`src/hw/cdt_defines.vh`:
```
// Named offsets, fields, reset values and codes of the cable diagnostic register bank.
`ifndef CDT_DEFINES_VH
`define CDT_DEFINES_VH

// Register indices; byte address is four times the index.
`define CDT_IDX_DONE_CTRL 10'h01e
`define CDT_IDX_LEN_DIAG 10'h155
`define CDT_IDX_MAIN_CTRL 10'h170
`define CDT_IDX_PULSE_CTRL 10'h171
`define CDT_IDX_LISTEN_CTRL 10'h173
`define CDT_IDX_THRESH_CTRL 10'h177
`define CDT_IDX_TX_LOC12 10'h180

// Bus address slicing.
`define CDT_ADDR_W 12
`define CDT_IDX_HI 11
`define CDT_IDX_LO 2

// Reset values.
`define CDT_RST_MAIN 16'h0e00
`define CDT_RST_PULSE 16'hc85c
`define CDT_RST_LISTEN 16'hffff
`define CDT_RST_THRESH 16'h1896
`define CDT_RST_ALCD_CTRL 3'h1

// Writable bit masks.
`define CDT_WMASK_MAIN 16'h6f00
`define CDT_WMASK_ALL 16'hffff

// Field positions.
`define CDT_MAIN_CROSS_DIS 14
`define CDT_MAIN_TX_BYP 13
`define CDT_MAIN_RX_BYP 12
`define CDT_MAIN_AVG_HI 10
`define CDT_MAIN_AVG_LO 8
`define CDT_DONE_START 0
`define CDT_DONE_FLAG 1
`define CDT_LEN_START 15
`define CDT_LEN_DONE 12

// Averaging code 111 is reserved and treated as the largest count.
`define CDT_AVG_RSVD 3'h7
`define CDT_AVG_MAX 3'h6

// AXI responses.
`define CDT_RESP_OKAY 2'h0
`define CDT_RESP_SLVERR 2'h2

`endif

```
`src/hw/cdt_axil_slave.v`:
```
// AXI4-Lite slave front end: accepts address and data in either order, one access each way.
`default_nettype none
`include "cdt_defines.vh"
module cdt_axil_slave (
    input wire mclk,
    input wire rstn,
    input wire [`CDT_ADDR_W-1:0] s_axi_awaddr,
    input wire s_axi_awvalid,
    output wire s_axi_awready,
    input wire [31:0] s_axi_wdata,
    input wire [3:0] s_axi_wstrb,
    input wire s_axi_wvalid,
    output wire s_axi_wready,
    output reg [1:0] s_axi_bresp,
    output reg s_axi_bvalid,
    input wire s_axi_bready,
    input wire [`CDT_ADDR_W-1:0] s_axi_araddr,
    input wire s_axi_arvalid,
    output wire s_axi_arready,
    output reg [31:0] s_axi_rdata,
    output reg [1:0] s_axi_rresp,
    output reg s_axi_rvalid,
    input wire s_axi_rready,
    output wire wr_go,
    output wire [9:0] wr_idx,
    output reg [15:0] wr_data,
    output reg [1:0] wr_strb,
    input wire wr_hit,
    output wire [9:0] rd_idx,
    output wire rd_go,
    input wire [15:0] rd_data,
    input wire rd_hit
);
    reg aw_full_r;
    reg w_full_r;
    reg [`CDT_ADDR_W-1:0] awaddr_r;

    // Channels stall while a response is still waiting, so one write is in flight at most.
    assign s_axi_awready = !aw_full_r && !s_axi_bvalid;
    assign s_axi_wready = !w_full_r && !s_axi_bvalid;
    assign wr_go = aw_full_r && w_full_r && !s_axi_bvalid;
    assign wr_idx = awaddr_r[`CDT_IDX_HI:`CDT_IDX_LO];
    assign s_axi_arready = !s_axi_rvalid;
    assign rd_go = s_axi_arvalid && s_axi_arready;
    assign rd_idx = s_axi_araddr[`CDT_IDX_HI:`CDT_IDX_LO];

    // Write path: hold both halves, commit once both are in, then answer.
    always @(posedge mclk or negedge rstn) begin
        if (!rstn) begin
            aw_full_r <= 1'b0;
            w_full_r <= 1'b0;
            awaddr_r <= {`CDT_ADDR_W{1'b0}};
            wr_data <= 16'h0000;
            wr_strb <= 2'h0;
            s_axi_bvalid <= 1'b0;
            s_axi_bresp <= `CDT_RESP_OKAY;
        end else begin
            if (s_axi_awvalid && s_axi_awready) begin
                aw_full_r <= 1'b1;
                awaddr_r <= s_axi_awaddr;
            end
            if (s_axi_wvalid && s_axi_wready) begin
                w_full_r <= 1'b1;
                wr_data <= s_axi_wdata[15:0];
                wr_strb <= s_axi_wstrb[1:0];
            end
            if (wr_go) begin
                aw_full_r <= 1'b0;
                w_full_r <= 1'b0;
                s_axi_bvalid <= 1'b1;
                s_axi_bresp <= wr_hit ? `CDT_RESP_OKAY : `CDT_RESP_SLVERR;
            end else if (s_axi_bvalid && s_axi_bready) begin
                s_axi_bvalid <= 1'b0;
            end
        end
    end

    // Read path: data is captured at the address handshake, upper half reads as zero.
    always @(posedge mclk or negedge rstn) begin
        if (!rstn) begin
            s_axi_rvalid <= 1'b0;
            s_axi_rdata <= 32'h00000000;
            s_axi_rresp <= `CDT_RESP_OKAY;
        end else if (rd_go) begin
            s_axi_rvalid <= 1'b1;
            s_axi_rdata <= {16'h0000, rd_hit ? rd_data : 16'h0000};
            s_axi_rresp <= rd_hit ? `CDT_RESP_OKAY : `CDT_RESP_SLVERR;
        end else if (s_axi_rvalid && s_axi_rready) begin
            s_axi_rvalid <= 1'b0;
        end
    end
endmodule
`default_nettype wire

```
`src/hw/cdt_regs.v`:
```
// Cable diagnostic register bank on AXI4-Lite, with the reflectometry sequencer attached.
`default_nettype none
`include "cdt_defines.vh"
//Function
// - Length diagnostic register bits 2:0 hold averaging control, read-write, reset 001.
// - Main control bit 14 set disables cross-pair mode; clear enables it.
// - Cross mode listens for reflections on the opposite pair to find shorts.
// - Bit 13 set skips the transmit pair run; clear measures it.
// - With transmit pair skipped, results land in the receive pair slots.
// - Bit 12 is a read-only receive pair bypass, reset 0.
// - Bits 10:8 select 2^code averaging runs; 111 reserved; reset 110.
// - Pulse control register bits 3:0 read-write, reset 1100.
// - Listen control register bits 15:8 read-write, reset all ones.
// - Threshold register bits 12:8 read-write, reset 11000.
// - Results are valid after done reads 1 and stay stable afterwards.
// - Location register gives transmit pair first peak 7:0, second 15:8.
// - Reserved read-only bits ignore writes and read as zero.
module cdt_regs (
    input wire mclk,
    input wire rstn,
    input wire [`CDT_ADDR_W-1:0] s_axi_awaddr,
    input wire s_axi_awvalid,
    output wire s_axi_awready,
    input wire [31:0] s_axi_wdata,
    input wire [3:0] s_axi_wstrb,
    input wire s_axi_wvalid,
    output wire s_axi_wready,
    output wire [1:0] s_axi_bresp,
    output wire s_axi_bvalid,
    input wire s_axi_bready,
    input wire [`CDT_ADDR_W-1:0] s_axi_araddr,
    input wire s_axi_arvalid,
    output wire s_axi_arready,
    output wire [31:0] s_axi_rdata,
    output wire [1:0] s_axi_rresp,
    output wire s_axi_rvalid,
    input wire s_axi_rready,
    output wire tdr_run_req,
    output wire tdr_run_pair,
    output wire tdr_listen_pair,
    output wire tdr_cross_en,
    input wire tdr_run_done,
    input wire [7:0] tdr_peak_a,
    input wire [7:0] tdr_peak_b,
    output wire [3:0] tdr_pulse_ctrl,
    output wire [7:0] tdr_listen_len,
    output wire [4:0] tdr_short_thresh,
    output wire [15:0] rx_pair_peak_loc,
    output reg alcd_start,
    output wire [2:0] alcd_avg_ctrl,
    input wire alcd_finish,
    input wire [7:0] alcd_value
);
    wire wr_go;
    wire [9:0] wr_idx;
    wire [15:0] wr_data;
    wire [1:0] wr_strb;
    reg wr_hit;
    wire [9:0] rd_idx;
    wire rd_go;
    reg [15:0] rd_data;
    reg rd_hit;
    wire [15:0] strb_mask;

    reg [15:0] main_ctrl_r;
    reg [15:0] pulse_ctrl_r;
    reg [15:0] listen_ctrl_r;
    reg [15:0] thresh_ctrl_r;
    reg [2:0] alcd_ctrl_r;
    reg alcd_done_r;
    reg [7:0] alcd_out_r;
    reg diag_done_r;
    reg diag_start_r;

    wire eng_busy;
    wire eng_done_set;
    wire [15:0] tx_loc;
    wire [15:0] main_ctrl_nxt;

    cdt_axil_slave u_bus (
        .mclk(mclk),
        .rstn(rstn),
        .s_axi_awaddr(s_axi_awaddr),
        .s_axi_awvalid(s_axi_awvalid),
        .s_axi_awready(s_axi_awready),
        .s_axi_wdata(s_axi_wdata),
        .s_axi_wstrb(s_axi_wstrb),
        .s_axi_wvalid(s_axi_wvalid),
        .s_axi_wready(s_axi_wready),
        .s_axi_bresp(s_axi_bresp),
        .s_axi_bvalid(s_axi_bvalid),
        .s_axi_bready(s_axi_bready),
        .s_axi_araddr(s_axi_araddr),
        .s_axi_arvalid(s_axi_arvalid),
        .s_axi_arready(s_axi_arready),
        .s_axi_rdata(s_axi_rdata),
        .s_axi_rresp(s_axi_rresp),
        .s_axi_rvalid(s_axi_rvalid),
        .s_axi_rready(s_axi_rready),
        .wr_go(wr_go),
        .wr_idx(wr_idx),
        .wr_data(wr_data),
        .wr_strb(wr_strb),
        .wr_hit(wr_hit),
        .rd_idx(rd_idx),
        .rd_go(rd_go),
        .rd_data(rd_data),
        .rd_hit(rd_hit)
    );

    cdt_tdr_engine u_eng (
        .mclk(mclk),
        .rstn(rstn),
        .start(diag_start_r),
        .tx_bypass(main_ctrl_r[`CDT_MAIN_TX_BYP]),
        .rx_bypass(main_ctrl_r[`CDT_MAIN_RX_BYP]),
        .cross_dis(main_ctrl_r[`CDT_MAIN_CROSS_DIS]),
        .avg_code(main_ctrl_r[`CDT_MAIN_AVG_HI:`CDT_MAIN_AVG_LO]),
        .run_req(tdr_run_req),
        .run_pair(tdr_run_pair),
        .listen_pair(tdr_listen_pair),
        .cross_en(tdr_cross_en),
        .run_done(tdr_run_done),
        .peak_a(tdr_peak_a),
        .peak_b(tdr_peak_b),
        .busy(eng_busy),
        .done_set(eng_done_set),
        .tx_loc(tx_loc),
        .rx_loc(rx_pair_peak_loc)
    );

    // Front-end settings are driven straight from the stored fields.
    assign tdr_pulse_ctrl = pulse_ctrl_r[3:0];
    assign tdr_listen_len = listen_ctrl_r[15:8];
    assign tdr_short_thresh = thresh_ctrl_r[12:8];
    assign alcd_avg_ctrl = alcd_ctrl_r;

    // Byte strobes cover the two low lanes; the upper lanes hold nothing.
    assign strb_mask = {{8{wr_strb[1]}}, {8{wr_strb[0]}}};
    // Only the documented writable bits can change, so read-only ones stay zero.
    assign main_ctrl_nxt = (main_ctrl_r & ~(strb_mask & `CDT_WMASK_MAIN))
                         | (wr_data & strb_mask & `CDT_WMASK_MAIN);

    // Address decode for writes; unmapped offsets answer with a slave error.
    always @* begin
        case (wr_idx)
            `CDT_IDX_DONE_CTRL: wr_hit = 1'b1;
            `CDT_IDX_LEN_DIAG: wr_hit = 1'b1;
            `CDT_IDX_MAIN_CTRL: wr_hit = 1'b1;
            `CDT_IDX_PULSE_CTRL: wr_hit = 1'b1;
            `CDT_IDX_LISTEN_CTRL: wr_hit = 1'b1;
            `CDT_IDX_THRESH_CTRL: wr_hit = 1'b1;
            `CDT_IDX_TX_LOC12: wr_hit = 1'b1;
            default: wr_hit = 1'b0;
        endcase
    end

    // Configuration registers. Reserved read-write bits are stored as written.
    always @(posedge mclk or negedge rstn) begin
        if (!rstn) begin
            main_ctrl_r <= `CDT_RST_MAIN;
            pulse_ctrl_r <= `CDT_RST_PULSE;
            listen_ctrl_r <= `CDT_RST_LISTEN;
            thresh_ctrl_r <= `CDT_RST_THRESH;
            alcd_ctrl_r <= `CDT_RST_ALCD_CTRL;
        end else if (wr_go) begin
            case (wr_idx)
                `CDT_IDX_MAIN_CTRL: main_ctrl_r <= main_ctrl_nxt;
                `CDT_IDX_PULSE_CTRL: begin
                    pulse_ctrl_r <= (pulse_ctrl_r & ~strb_mask) | (wr_data & strb_mask);
                end
                `CDT_IDX_LISTEN_CTRL: begin
                    listen_ctrl_r <= (listen_ctrl_r & ~strb_mask) | (wr_data & strb_mask);
                end
                `CDT_IDX_THRESH_CTRL: begin
                    thresh_ctrl_r <= (thresh_ctrl_r & ~strb_mask) | (wr_data & strb_mask);
                end
                `CDT_IDX_LEN_DIAG: begin
                    if (wr_strb[0]) begin
                        alcd_ctrl_r <= wr_data[2:0];
                    end
                end
                default: begin
                    alcd_ctrl_r <= alcd_ctrl_r;
                end
            endcase
        end
    end

    // Diagnostic start and done. A start while busy is dropped rather than restarting
    // mid-run, which would leave half-averaged values in the result slots.
    always @(posedge mclk or negedge rstn) begin
        if (!rstn) begin
            diag_start_r <= 1'b0;
            diag_done_r <= 1'b0;
        end else begin
            diag_start_r <= wr_go && (wr_idx == `CDT_IDX_DONE_CTRL) && wr_strb[0]
                            && wr_data[`CDT_DONE_START] && !eng_busy;
            if (eng_done_set) begin
                diag_done_r <= 1'b1;
            end else if (diag_start_r) begin
                diag_done_r <= 1'b0;
            end
        end
    end

    // Active length diagnostic: self-clearing start, done and result from the front end.
    always @(posedge mclk or negedge rstn) begin
        if (!rstn) begin
            alcd_start <= 1'b0;
            alcd_done_r <= 1'b0;
            alcd_out_r <= 8'h00;
        end else begin
            alcd_start <= wr_go && (wr_idx == `CDT_IDX_LEN_DIAG) && wr_strb[1]
                          && wr_data[`CDT_LEN_START];
            if (alcd_finish) begin
                alcd_done_r <= 1'b1;
                alcd_out_r <= alcd_value;
            end else if (alcd_start) begin
                alcd_done_r <= 1'b0;
            end
        end
    end

    // Read mux; reserved read-only bits return zero.
    always @* begin
        rd_hit = 1'b1;
        case (rd_idx)
            `CDT_IDX_DONE_CTRL: rd_data = {14'h0000, diag_done_r, 1'b0};
            `CDT_IDX_LEN_DIAG: begin
                rd_data = {3'h0, alcd_done_r, alcd_out_r, 1'b0, alcd_ctrl_r};
            end
            `CDT_IDX_MAIN_CTRL: rd_data = main_ctrl_r;
            `CDT_IDX_PULSE_CTRL: rd_data = pulse_ctrl_r;
            `CDT_IDX_LISTEN_CTRL: rd_data = listen_ctrl_r;
            `CDT_IDX_THRESH_CTRL: rd_data = thresh_ctrl_r;
            `CDT_IDX_TX_LOC12: rd_data = tx_loc;
            default: begin
                rd_data = 16'h0000;
                rd_hit = 1'b0;
            end
        endcase
    end
endmodule
`default_nettype wire

```
`src/hw/cdt_tdr_engine.v`:
```
// Reflectometry sequencer: runs each selected pair, averages peaks, publishes results.
`default_nettype none
`include "cdt_defines.vh"
module cdt_tdr_engine (
    input wire mclk,
    input wire rstn,
    input wire start,
    input wire tx_bypass,
    input wire rx_bypass,
    input wire cross_dis,
    input wire [2:0] avg_code,
    output reg run_req,
    output reg run_pair,
    output wire listen_pair,
    output reg cross_en,
    input wire run_done,
    input wire [7:0] peak_a,
    input wire [7:0] peak_b,
    output wire busy,
    output reg done_set,
    output reg [15:0] tx_loc,
    output reg [15:0] rx_loc
);
    localparam ST_IDLE = 2'h0;
    localparam ST_REQ = 2'h1;
    localparam ST_WAIT = 2'h2;
    localparam ST_NEXT = 2'h3;

    reg [1:0] state_r;
    reg [2:0] code_r;
    reg rx_byp_r;
    reg [6:0] runs_r;
    reg [13:0] acc_a_r;
    reg [13:0] acc_b_r;
    wire [2:0] code_eff;
    wire [6:0] runs_need;
    wire [13:0] avg_a;
    wire [13:0] avg_b;
    wire [15:0] avg_pair;

    // The reserved averaging code falls back to the largest legal count.
    assign code_eff = (avg_code == `CDT_AVG_RSVD) ? `CDT_AVG_MAX : avg_code;
    assign runs_need = 7'h01 << code_r;
    assign avg_a = acc_a_r >> code_r;
    assign avg_b = acc_b_r >> code_r;
    assign avg_pair = {avg_b[7:0], avg_a[7:0]};
    assign busy = (state_r != ST_IDLE);
    // Cross mode listens on the opposite pair to catch pair-to-pair shorts.
    assign listen_pair = cross_en ? ~run_pair : run_pair;

    // Sequencer. Config is latched at start so mid-run writes cannot skew a result.
    always @(posedge mclk or negedge rstn) begin
        if (!rstn) begin
            state_r <= ST_IDLE;
            code_r <= 3'h0;
            rx_byp_r <= 1'b0;
            runs_r <= 7'h00;
            acc_a_r <= 14'h0000;
            acc_b_r <= 14'h0000;
            run_req <= 1'b0;
            run_pair <= 1'b0;
            cross_en <= 1'b0;
            done_set <= 1'b0;
            tx_loc <= 16'h0000;
            rx_loc <= 16'h0000;
        end else begin
            run_req <= 1'b0;
            done_set <= 1'b0;
            case (state_r)
                ST_IDLE: begin
                    if (start) begin
                        code_r <= code_eff;
                        rx_byp_r <= rx_bypass;
                        cross_en <= !cross_dis;
                        runs_r <= 7'h00;
                        acc_a_r <= 14'h0000;
                        acc_b_r <= 14'h0000;
                        // Skipped transmit pair: its slot clears, receive data goes to receive slots.
                        run_pair <= tx_bypass;
                        if (tx_bypass) begin
                            tx_loc <= 16'h0000;
                        end
                        state_r <= ST_REQ;
                    end
                end
                ST_REQ: begin
                    run_req <= 1'b1;
                    state_r <= ST_WAIT;
                end
                ST_WAIT: begin
                    if (run_done) begin
                        acc_a_r <= acc_a_r + {6'h00, peak_a};
                        acc_b_r <= acc_b_r + {6'h00, peak_b};
                        runs_r <= runs_r + 7'h01;
                        state_r <= (runs_r + 7'h01 == runs_need) ? ST_NEXT : ST_REQ;
                    end
                end
                ST_NEXT: begin
                    runs_r <= 7'h00;
                    acc_a_r <= 14'h0000;
                    acc_b_r <= 14'h0000;
                    if (!run_pair) begin
                        tx_loc <= avg_pair;
                        if (rx_byp_r) begin
                            done_set <= 1'b1;
                            state_r <= ST_IDLE;
                        end else begin
                            run_pair <= 1'b1;
                            state_r <= ST_REQ;
                        end
                    end else begin
                        rx_loc <= avg_pair;
                        // Done only after the last pair's results are written.
                        done_set <= 1'b1;
                        state_r <= ST_IDLE;
                    end
                end
                default: begin
                    state_r <= ST_IDLE;
                end
            endcase
        end
    end
endmodule
`default_nettype wire

```
`config.mk`:
```
export PLATFORM = sky130hd
export DESIGN_NAME = cdt_regs
export DESIGN_NICKNAME = d
export VERILOG_FILES = /design/src/hw/cdt_axil_slave.v /design/src/hw/cdt_regs.v /design/src/hw/cdt_tdr_engine.v
export VERILOG_INCLUDE_DIRS = /design/src /design/src/hw
export SDC_FILE = /design/constraint.sdc
export NUM_CORES = 1
export LEC_CHECK = 0
export ABC_AREA = 1
export ABC_CLOCK_PERIOD_IN_PS = 4800
export BUFFER_PORTS_ARGS = -buffer_cell sky130_fd_sc_hd__buf_4
export CORE_MARGIN = 3
export CORE_UTILIZATION = 50
export CTS_CLUSTER_SIZE = 16
export DETAILED_ROUTE_END_ITERATION = 8
export PLACE_DENSITY = 0.72
export RECOVER_POWER = 50
export SLEW_MARGIN = 20
export SYNTH_ARGS = -nofsm -noshare
export SYNTH_HDL_FRONTEND = slang
export SYNTH_SLANG_ARGS = --single-unit
```
`constraint.sdc`:
```
create_clock -name mclk -period 4.8 [get_ports mclk]
set_input_delay 0.48 -clock mclk [delete_from_list [all_inputs] [get_ports mclk]]
set_output_delay 0.48 -clock mclk [all_outputs]
set_load 0.01 [all_outputs]
```
==> results of run 1 <==
cell type report:
cell class	count	area (µm²)
clock buffers	21	450
clock inverters	11	141
fillers	1966	8460
inverters	127	477
multi-input cells	1011	4810
flip-flops and latches	195	4920
well taps	270	338
repair buffers	135	965
cells in the mapped netlist, types with 3 or more instances:
cell      count  area, µm²
a21oi_1      51        255
a22oi_1       5       37.5
buf_2        28        140
buf_4        37        278
clkbuf_1     11       41.3
dfrtp_1     162       4050
dfstp_2      33        867
ha_1         17        213
inv_1       114        428
inv_2        11       41.3
mux2_2        5       56.3
nand2_1     452       1700
nand2_2       9       56.3
nand3_1      97        485
nand4_1      48        300
nor2_1      109        409
nor2_2        3       18.8
nor2_4        8       90.1
nor3_1       11       55.1
o211ai_1      9       67.6
o21ai_0      94        470
o21ai_1      37        185
o22ai_1       7       43.8
xnor2_1       4       35.0
logic make-up after synthesis:
kind of cell             Yosys count  synth area share [%]
AND/OR/NAND/NOR                  750                  30.7
AO/OA/AOI/OAI                    212                  10.6
buffers and inverters            206                  9.03
flip-flops                       195                  46.2
adder cells (fa/ha/maj)           19                  2.37
multiplexers                       7                 0.716
XOR/XNOR                           5                 0.411
other                              1                0.0352
per-layer routing:
metal | vias up | wire length, µm
li1 | 4694 | -
met4 | 0 | 480
met3 | 45 | 1700
met2 | 319 | 11600
met1 | 4497 | 13900
met5 | - | 0
worst register-to-register path, stage by stage (launching register included):
cell	delay (ns)
dfrtp_1	0.99
inv_1	0.52
nor2_1	0.41
inv_1	0.19
o211ai_1	0.36
nand3_1	0.19
nand2_1	0.12
through the flow:
step	std cells	total power [µW]
finish	1770	5210
global route	1770	5550
CTS	1770	5280
detailed placement	1738	3820
global placement	1738	3780
floorplan	1412	3270
path summary, 6_finish.rpt:
path | from | end
min in group mclk | s_axi_bready | u_bus.s_axi_bvalid
max reg2reg | u_eng.code_r[0] | u_eng.rx_loc[8]
min | rstn | u_eng.acc_b_r[0]
min reg2reg | u_eng.done_set | diag_done_r
max | rstn | u_bus.wr_data[0]
max in group mclk | u_eng.code_r[0] | u_eng.rx_loc[8]
power by group:
group / internal, µW / total, µW / switching [µW]
clock: 799 / 1450 / 653
combinational: 508 / 1550 / 1040
sequential: 1980 / 2210 / 224
==> impl_metrics.json, run 1 <==
{
  "nNetsFinal": 1599,
  "vdd_ir_drop_max_uv": 227,
  "hold_buffers": 0,
  "cp.arrival_ns": 3.06,
  "wire_per_inst_um": 15.7,
  "vias": 9555,
  "io_pins": 175,
  "placed_cell_area_um2": 11600,
  "grt_max_degree": 110,
  "yosysUniqueCellTypes": 48,
  "reg2reg_slack_ns": 1.96,
  "use_met1_pct": 38.1,
  "hold_slack_ns": 0.0711,
  "die_h_um": 152,
  "yosys_warnings": 0,
  "die_w_um": 152,
  "critPathLaunchType": "input port",
  "fin_tns_setup_ns": 0,
  "grt.busiest_layer": "met1",
  "syn-instance-count": 1395,
  "cp_num_buf_inv": 2,
  "synth_seq_area_share_pct": 46.2,
  "cp.required_ns": 4.79,
  "status": "finished with violations",
  "layout_setup_ws_ns": 1.74,
  "clockRootBuffer": "clkbuf_16",
  "final_common_cell": "nand2_1",
  "die_area_um2": 23100,
  "hold_viol": 0,
  "antenna_cells": 0,
  "fin_util_pct": 58.9,
  "rsz0062_at_grt": "false",
  "grt_pass1_vias": 8755,
  "placementRows": 52,
  "async_flop_share_pct": 100,
  "worst_slew_pin_slew_ns": 2.60,
  "setup_viol": 0,
  "crit_slowest_cell": "clkbuf_2",
  "syn_area_um2": 10700,
  "dp_hpwl_mm": 20.4,
  "ctsResizeCount": 0,
  "endpoint_kind": "async pin",
  "cpLargestDelayFamily": "buffers and inverters",
  "violations": "max-capacitance violations, max-slew violations",
  "max_freq_mhz": 326,
  "dp_slack_ns": 1.95,
  "drive_above_1_share_pct": 15.1,
  "area_growth_pct": 13.5,
  "grt_first_pass_wirelength_mm": 45.5,
  "routed_wl_mm": 27.7,
  "final.setup_skew_ns": 0.00826,
  "drc": 0,
  "finalCriticalPeriod_ns": 3.06,
  "cts_setup_buffers": 0,
  "cts_tree": "done",
  "crit_cells": 2,
  "final_area_um2": 12100,
  "cts_max_level": 4,
  "maxSlewHeadroom_pct": -73.3,
  "gp_congestion": 0.951,
  "postRouteAntennaNets": 0,
  "p_leak_uw": 0.00608,
  "crit_chain": "clkbuf_8, clkbuf_2",
  "insertion_delay_ns": 0.43,
  "powerDensity_nw_per_um2": 430,
  "drtIter0Drc": 921,
  "critPathMaxStageDelay_ns": 1.95,
  "drtPass1Iterations": 6,
  "met3_usage_pct": 3.90,
  "synth_edf_count": 0,
  "cts_sinks": 195,
  "fp.coreArea_um2": 20600,
  "hp-class": "in -> async",
  "syn_area_per_cell_um2": 7.64,
  "critPathMaxFanout": 109,
  "most-common-layout-cells": "452 x nand2_1, 162 x dfrtp_1, 119 x buf_4",
  "antenna_found_initial": 0,
  "grtUsageMet2_pct": 33.3,
  "io_buffers": 134,
  "grtUsageTotal_pct": 23.8,
  "finalMaxSlewViolations": 110,
  "cts_made_buffers": 17,
  "synthFlopType": "dfrtp_1",
  "clock_path_buffers": 2,
  "initial_core_util_pct": 51.8,
  "cap_violations": 1,
  "clkSlewWorstSetupHoldPaths_ns": 0.07,
  "reg2reg_depth": 6,
  "grt_overflow": 0,
  "ys_ff_latch": 195,
  "vias_per_cell": 5.40,
  "fin_crit_sh_pct": 63.8,
  "timing_worst_setup_path_type": "in -> async"
}
No activity file was read; power rests on OpenSTA's default activity.
==> run 2, diff against run 1 <==
--- a/config.mk
+++ b/config.mk
@@ -7,13 +7,13 @@
 export NUM_CORES = 1
 export LEC_CHECK = 0
 export ABC_AREA = 1
-export ABC_CLOCK_PERIOD_IN_PS = 4800
+export ABC_CLOCK_PERIOD_IN_PS = 2700
 export BUFFER_PORTS_ARGS = -buffer_cell sky130_fd_sc_hd__buf_4
 export CORE_MARGIN = 3
 export CORE_UTILIZATION = 50
 export CTS_CLUSTER_SIZE = 16
 export DETAILED_ROUTE_END_ITERATION = 8
-export PLACE_DENSITY = 0.72
+export PLACE_DENSITY = 0.75
 export RECOVER_POWER = 50
 export SLEW_MARGIN = 20
 export SYNTH_ARGS = -nofsm -noshare
==> constraint.sdc (replaced) <==
create_clock -name mclk -period 2.7 [get_ports mclk]
set_input_delay 0.27 -clock mclk [delete_from_list [all_inputs] [get_ports mclk]]
set_output_delay 0.27 -clock mclk [all_outputs]
set_load 0.01 [all_outputs]
==> run 2 against run 1 <==
- the flow now finishes without violations
- via count up 1.0%
- non-clock buffer count up 16
- first-iteration DRC count up 6.2%
- worst hold slack worse by 0.053 ns
- clock skew up 0.0079 ns
- largest power group unchanged
==> impl_metrics.json, run 2 (synthesized netlist as in run 1, its figures left out) <==
{
  "status": "completed",
  "crit_slowest_cell": "nor2_1",
  "io_buffers": 134,
  "critPathMaxFanout": 10,
  "insertion_delay_ns": 0.45,
  "cp.arrival_ns": 2.40,
  "fin_tns_setup_ns": 0,
  "min_from": "s_axi_rready",
  "dpl.cell_count": 1752,
  "placed_cell_area_um2": 11700,
  "p_leak_uw": 0.00605,
  "area_growth_pct": 14.0,
  "cts_tree": "done",
  "critPathLaunchType": "register",
  "die_h_um": 152,
  "wire_per_inst_um": 15.7,
  "final_area_um2": 12200,
  "grt_pass1_vias": 8899,
  "cap_violations": 0,
  "max_freq_mhz": 490,
  "most-common-layout-cells": "452 x nand2_1, 162 x dfrtp_1, 114 x inv_1",
  "timing_worst_setup_path_type": "reg -> reg",
  "clkSlewWorstSetupHoldPaths_ns": 0.08,
  "clockRootBuffer": "clkbuf_16",
  "routed_wl_mm": 28.0,
  "die_area_um2": 23100,
  "grtUsageTotal_pct": 23.7,
  "hold_viol": 0,
  "grt_overflow": 0,
  "die_w_um": 152,
  "placementRows": 52,
  "cp.required_ns": 3.06,
  "gp_congestion": 0.946,
  "drc": 0,
  "antenna_found_initial": 0,
  "cts_max_level": 4,
  "worst_slew_pin_slew_ns": 1.18,
  "critPathMaxStageDelay_ns": 0.47,
  "rsz0062_at_grt": "false",
  "final_cells": 1786,
  "drtPass1Iterations": 6,
  "finalMaxSlewViolations": 0,
  "maxSlewHeadroom_pct": 21.5,
  "drive_above_1_share_pct": 14.4,
  "powerDensity_nw_per_um2": 761,
  "grt_first_pass_wirelength_mm": 45.2,
  "cts_sinks": 195,
  "vias_per_cell": 5.41,
  "clock_path_buffers": 2,
  "setup_viol": 0,
  "nNetsFinal": 1615,
  "vdd_ir_drop_max_uv": 496,
  "fp.coreArea_um2": 20600,
  "finalCriticalPeriod_ns": 2.04,
  "cts_setup_buffers": 0,
  "grt.busiest_layer": "met1",
  "io_pins": 175,
  "use_met1_pct": 35.9,
  "dp_hpwl_mm": 20.8,
  "fin_crit_sh_pct": 75.5,
  "grtUsageMet2_pct": 35.2,
  "cts_made_buffers": 17,
  "final.setup_skew_ns": 0.0162,
  "antenna_cells": 0,
  "rr_startpoint": "u_eng.state_r[0]",
  "endpoint_kind": "register",
  "initial_core_util_pct": 51.8,
  "met3_usage_pct": 4.69,
  "hp-class": "in -> reg",
  "crit_start": "u_eng.state_r[0]",
  "drtIter0Drc": 978,
  "vias": 9654,
  "grt_max_degree": 80,
  "postRouteAntennaNets": 0,
  "crit_top_cell": "o21ai_0",
  "fillers": 1975,
  "final_common_cell": "nand2_1",
  "crit_chain": "nor2_2, inv_1, nor2_1, inv_2, a21oi_1, o21ai_0, o21ai_0"
}
[run 2: cell type report]
type | count | area, µm² | area share (%)
clock inverters | 15 | 180 | 1.48
clock buffers | 17 | 425 | 3.50
inverters | 127 | 477 | 3.92
repair buffers | 151 | 986 | 8.11
flip-flops and latches | 195 | 4920 | 40.5
well taps | 270 | 338 | 2.78
multi-input cells | 1011 | 4820 | 39.7
[run 2: metrics by stage]
step | utilization [%] | hold WS [ns] | setup WS [ns] | power [µW]
floorplan | - | -0.0256 | 0.956 | 5810
global placement | 57.0 | 0.358 | 0.742 | 6760
detailed placement | 57.0 | 0.338 | 0.720 | 6850
CTS | 60.1 | 0.00773 | 0.702 | 9390
global route | 59.1 | 0.0427 | 0.324 | 9860
finish | 59.1 | 0.0176 | 0.661 | 9250
[run 2: worst paths after layout]
kind,to,cells after the start,slack [ns]
worst max-delay path,u_eng.acc_b_r[3],7,0.66
worst min-delay path,u_bus.s_axi_rvalid,2,0.02
worst max register to register,u_eng.acc_b_r[3],7,0.66
worst min register to register,diag_done_r,1,0.47
max in group asynchronous,async pin,3,0.67
min in group asynchronous,u_eng.acc_b_r[5],2,0.38
[run 2: report_power, final]
part,switching (µW),total [µW],internal [µW]
Clock,1290,2550,1260
Sequential,393,3920,3520
Combinational,1890,2790,896
[run 2: worst max-delay path: cells and delay by family (launching register included)]
| kind | cells | cell delay (ns) |
|---|---|---|
| DFF | 1 | 0.43 |
| and+or+nand+nor | 2 | 0.84 |
| buffers and inverters | 2 | 0.35 |
| AOI/OAI and AO/OA | 3 | 0.35 |
[run 2: repair_timing]
action	4_1_cts	5_1_grt
hold buffers	2	0
resized for setup	0	0
hold endpoints to repair	69	0
[run 2: routing by layer]
metal / wire length [µm] / part of all wire (%) / up-vias
met5: 0 / 0 / -
met3: 2200 / 7.9 / 33
met1: 13300 / 47 / 4522
met2: 12100 / 43 / 377
li1: - / - / 4722
met4: 408 / 1.5 / 0
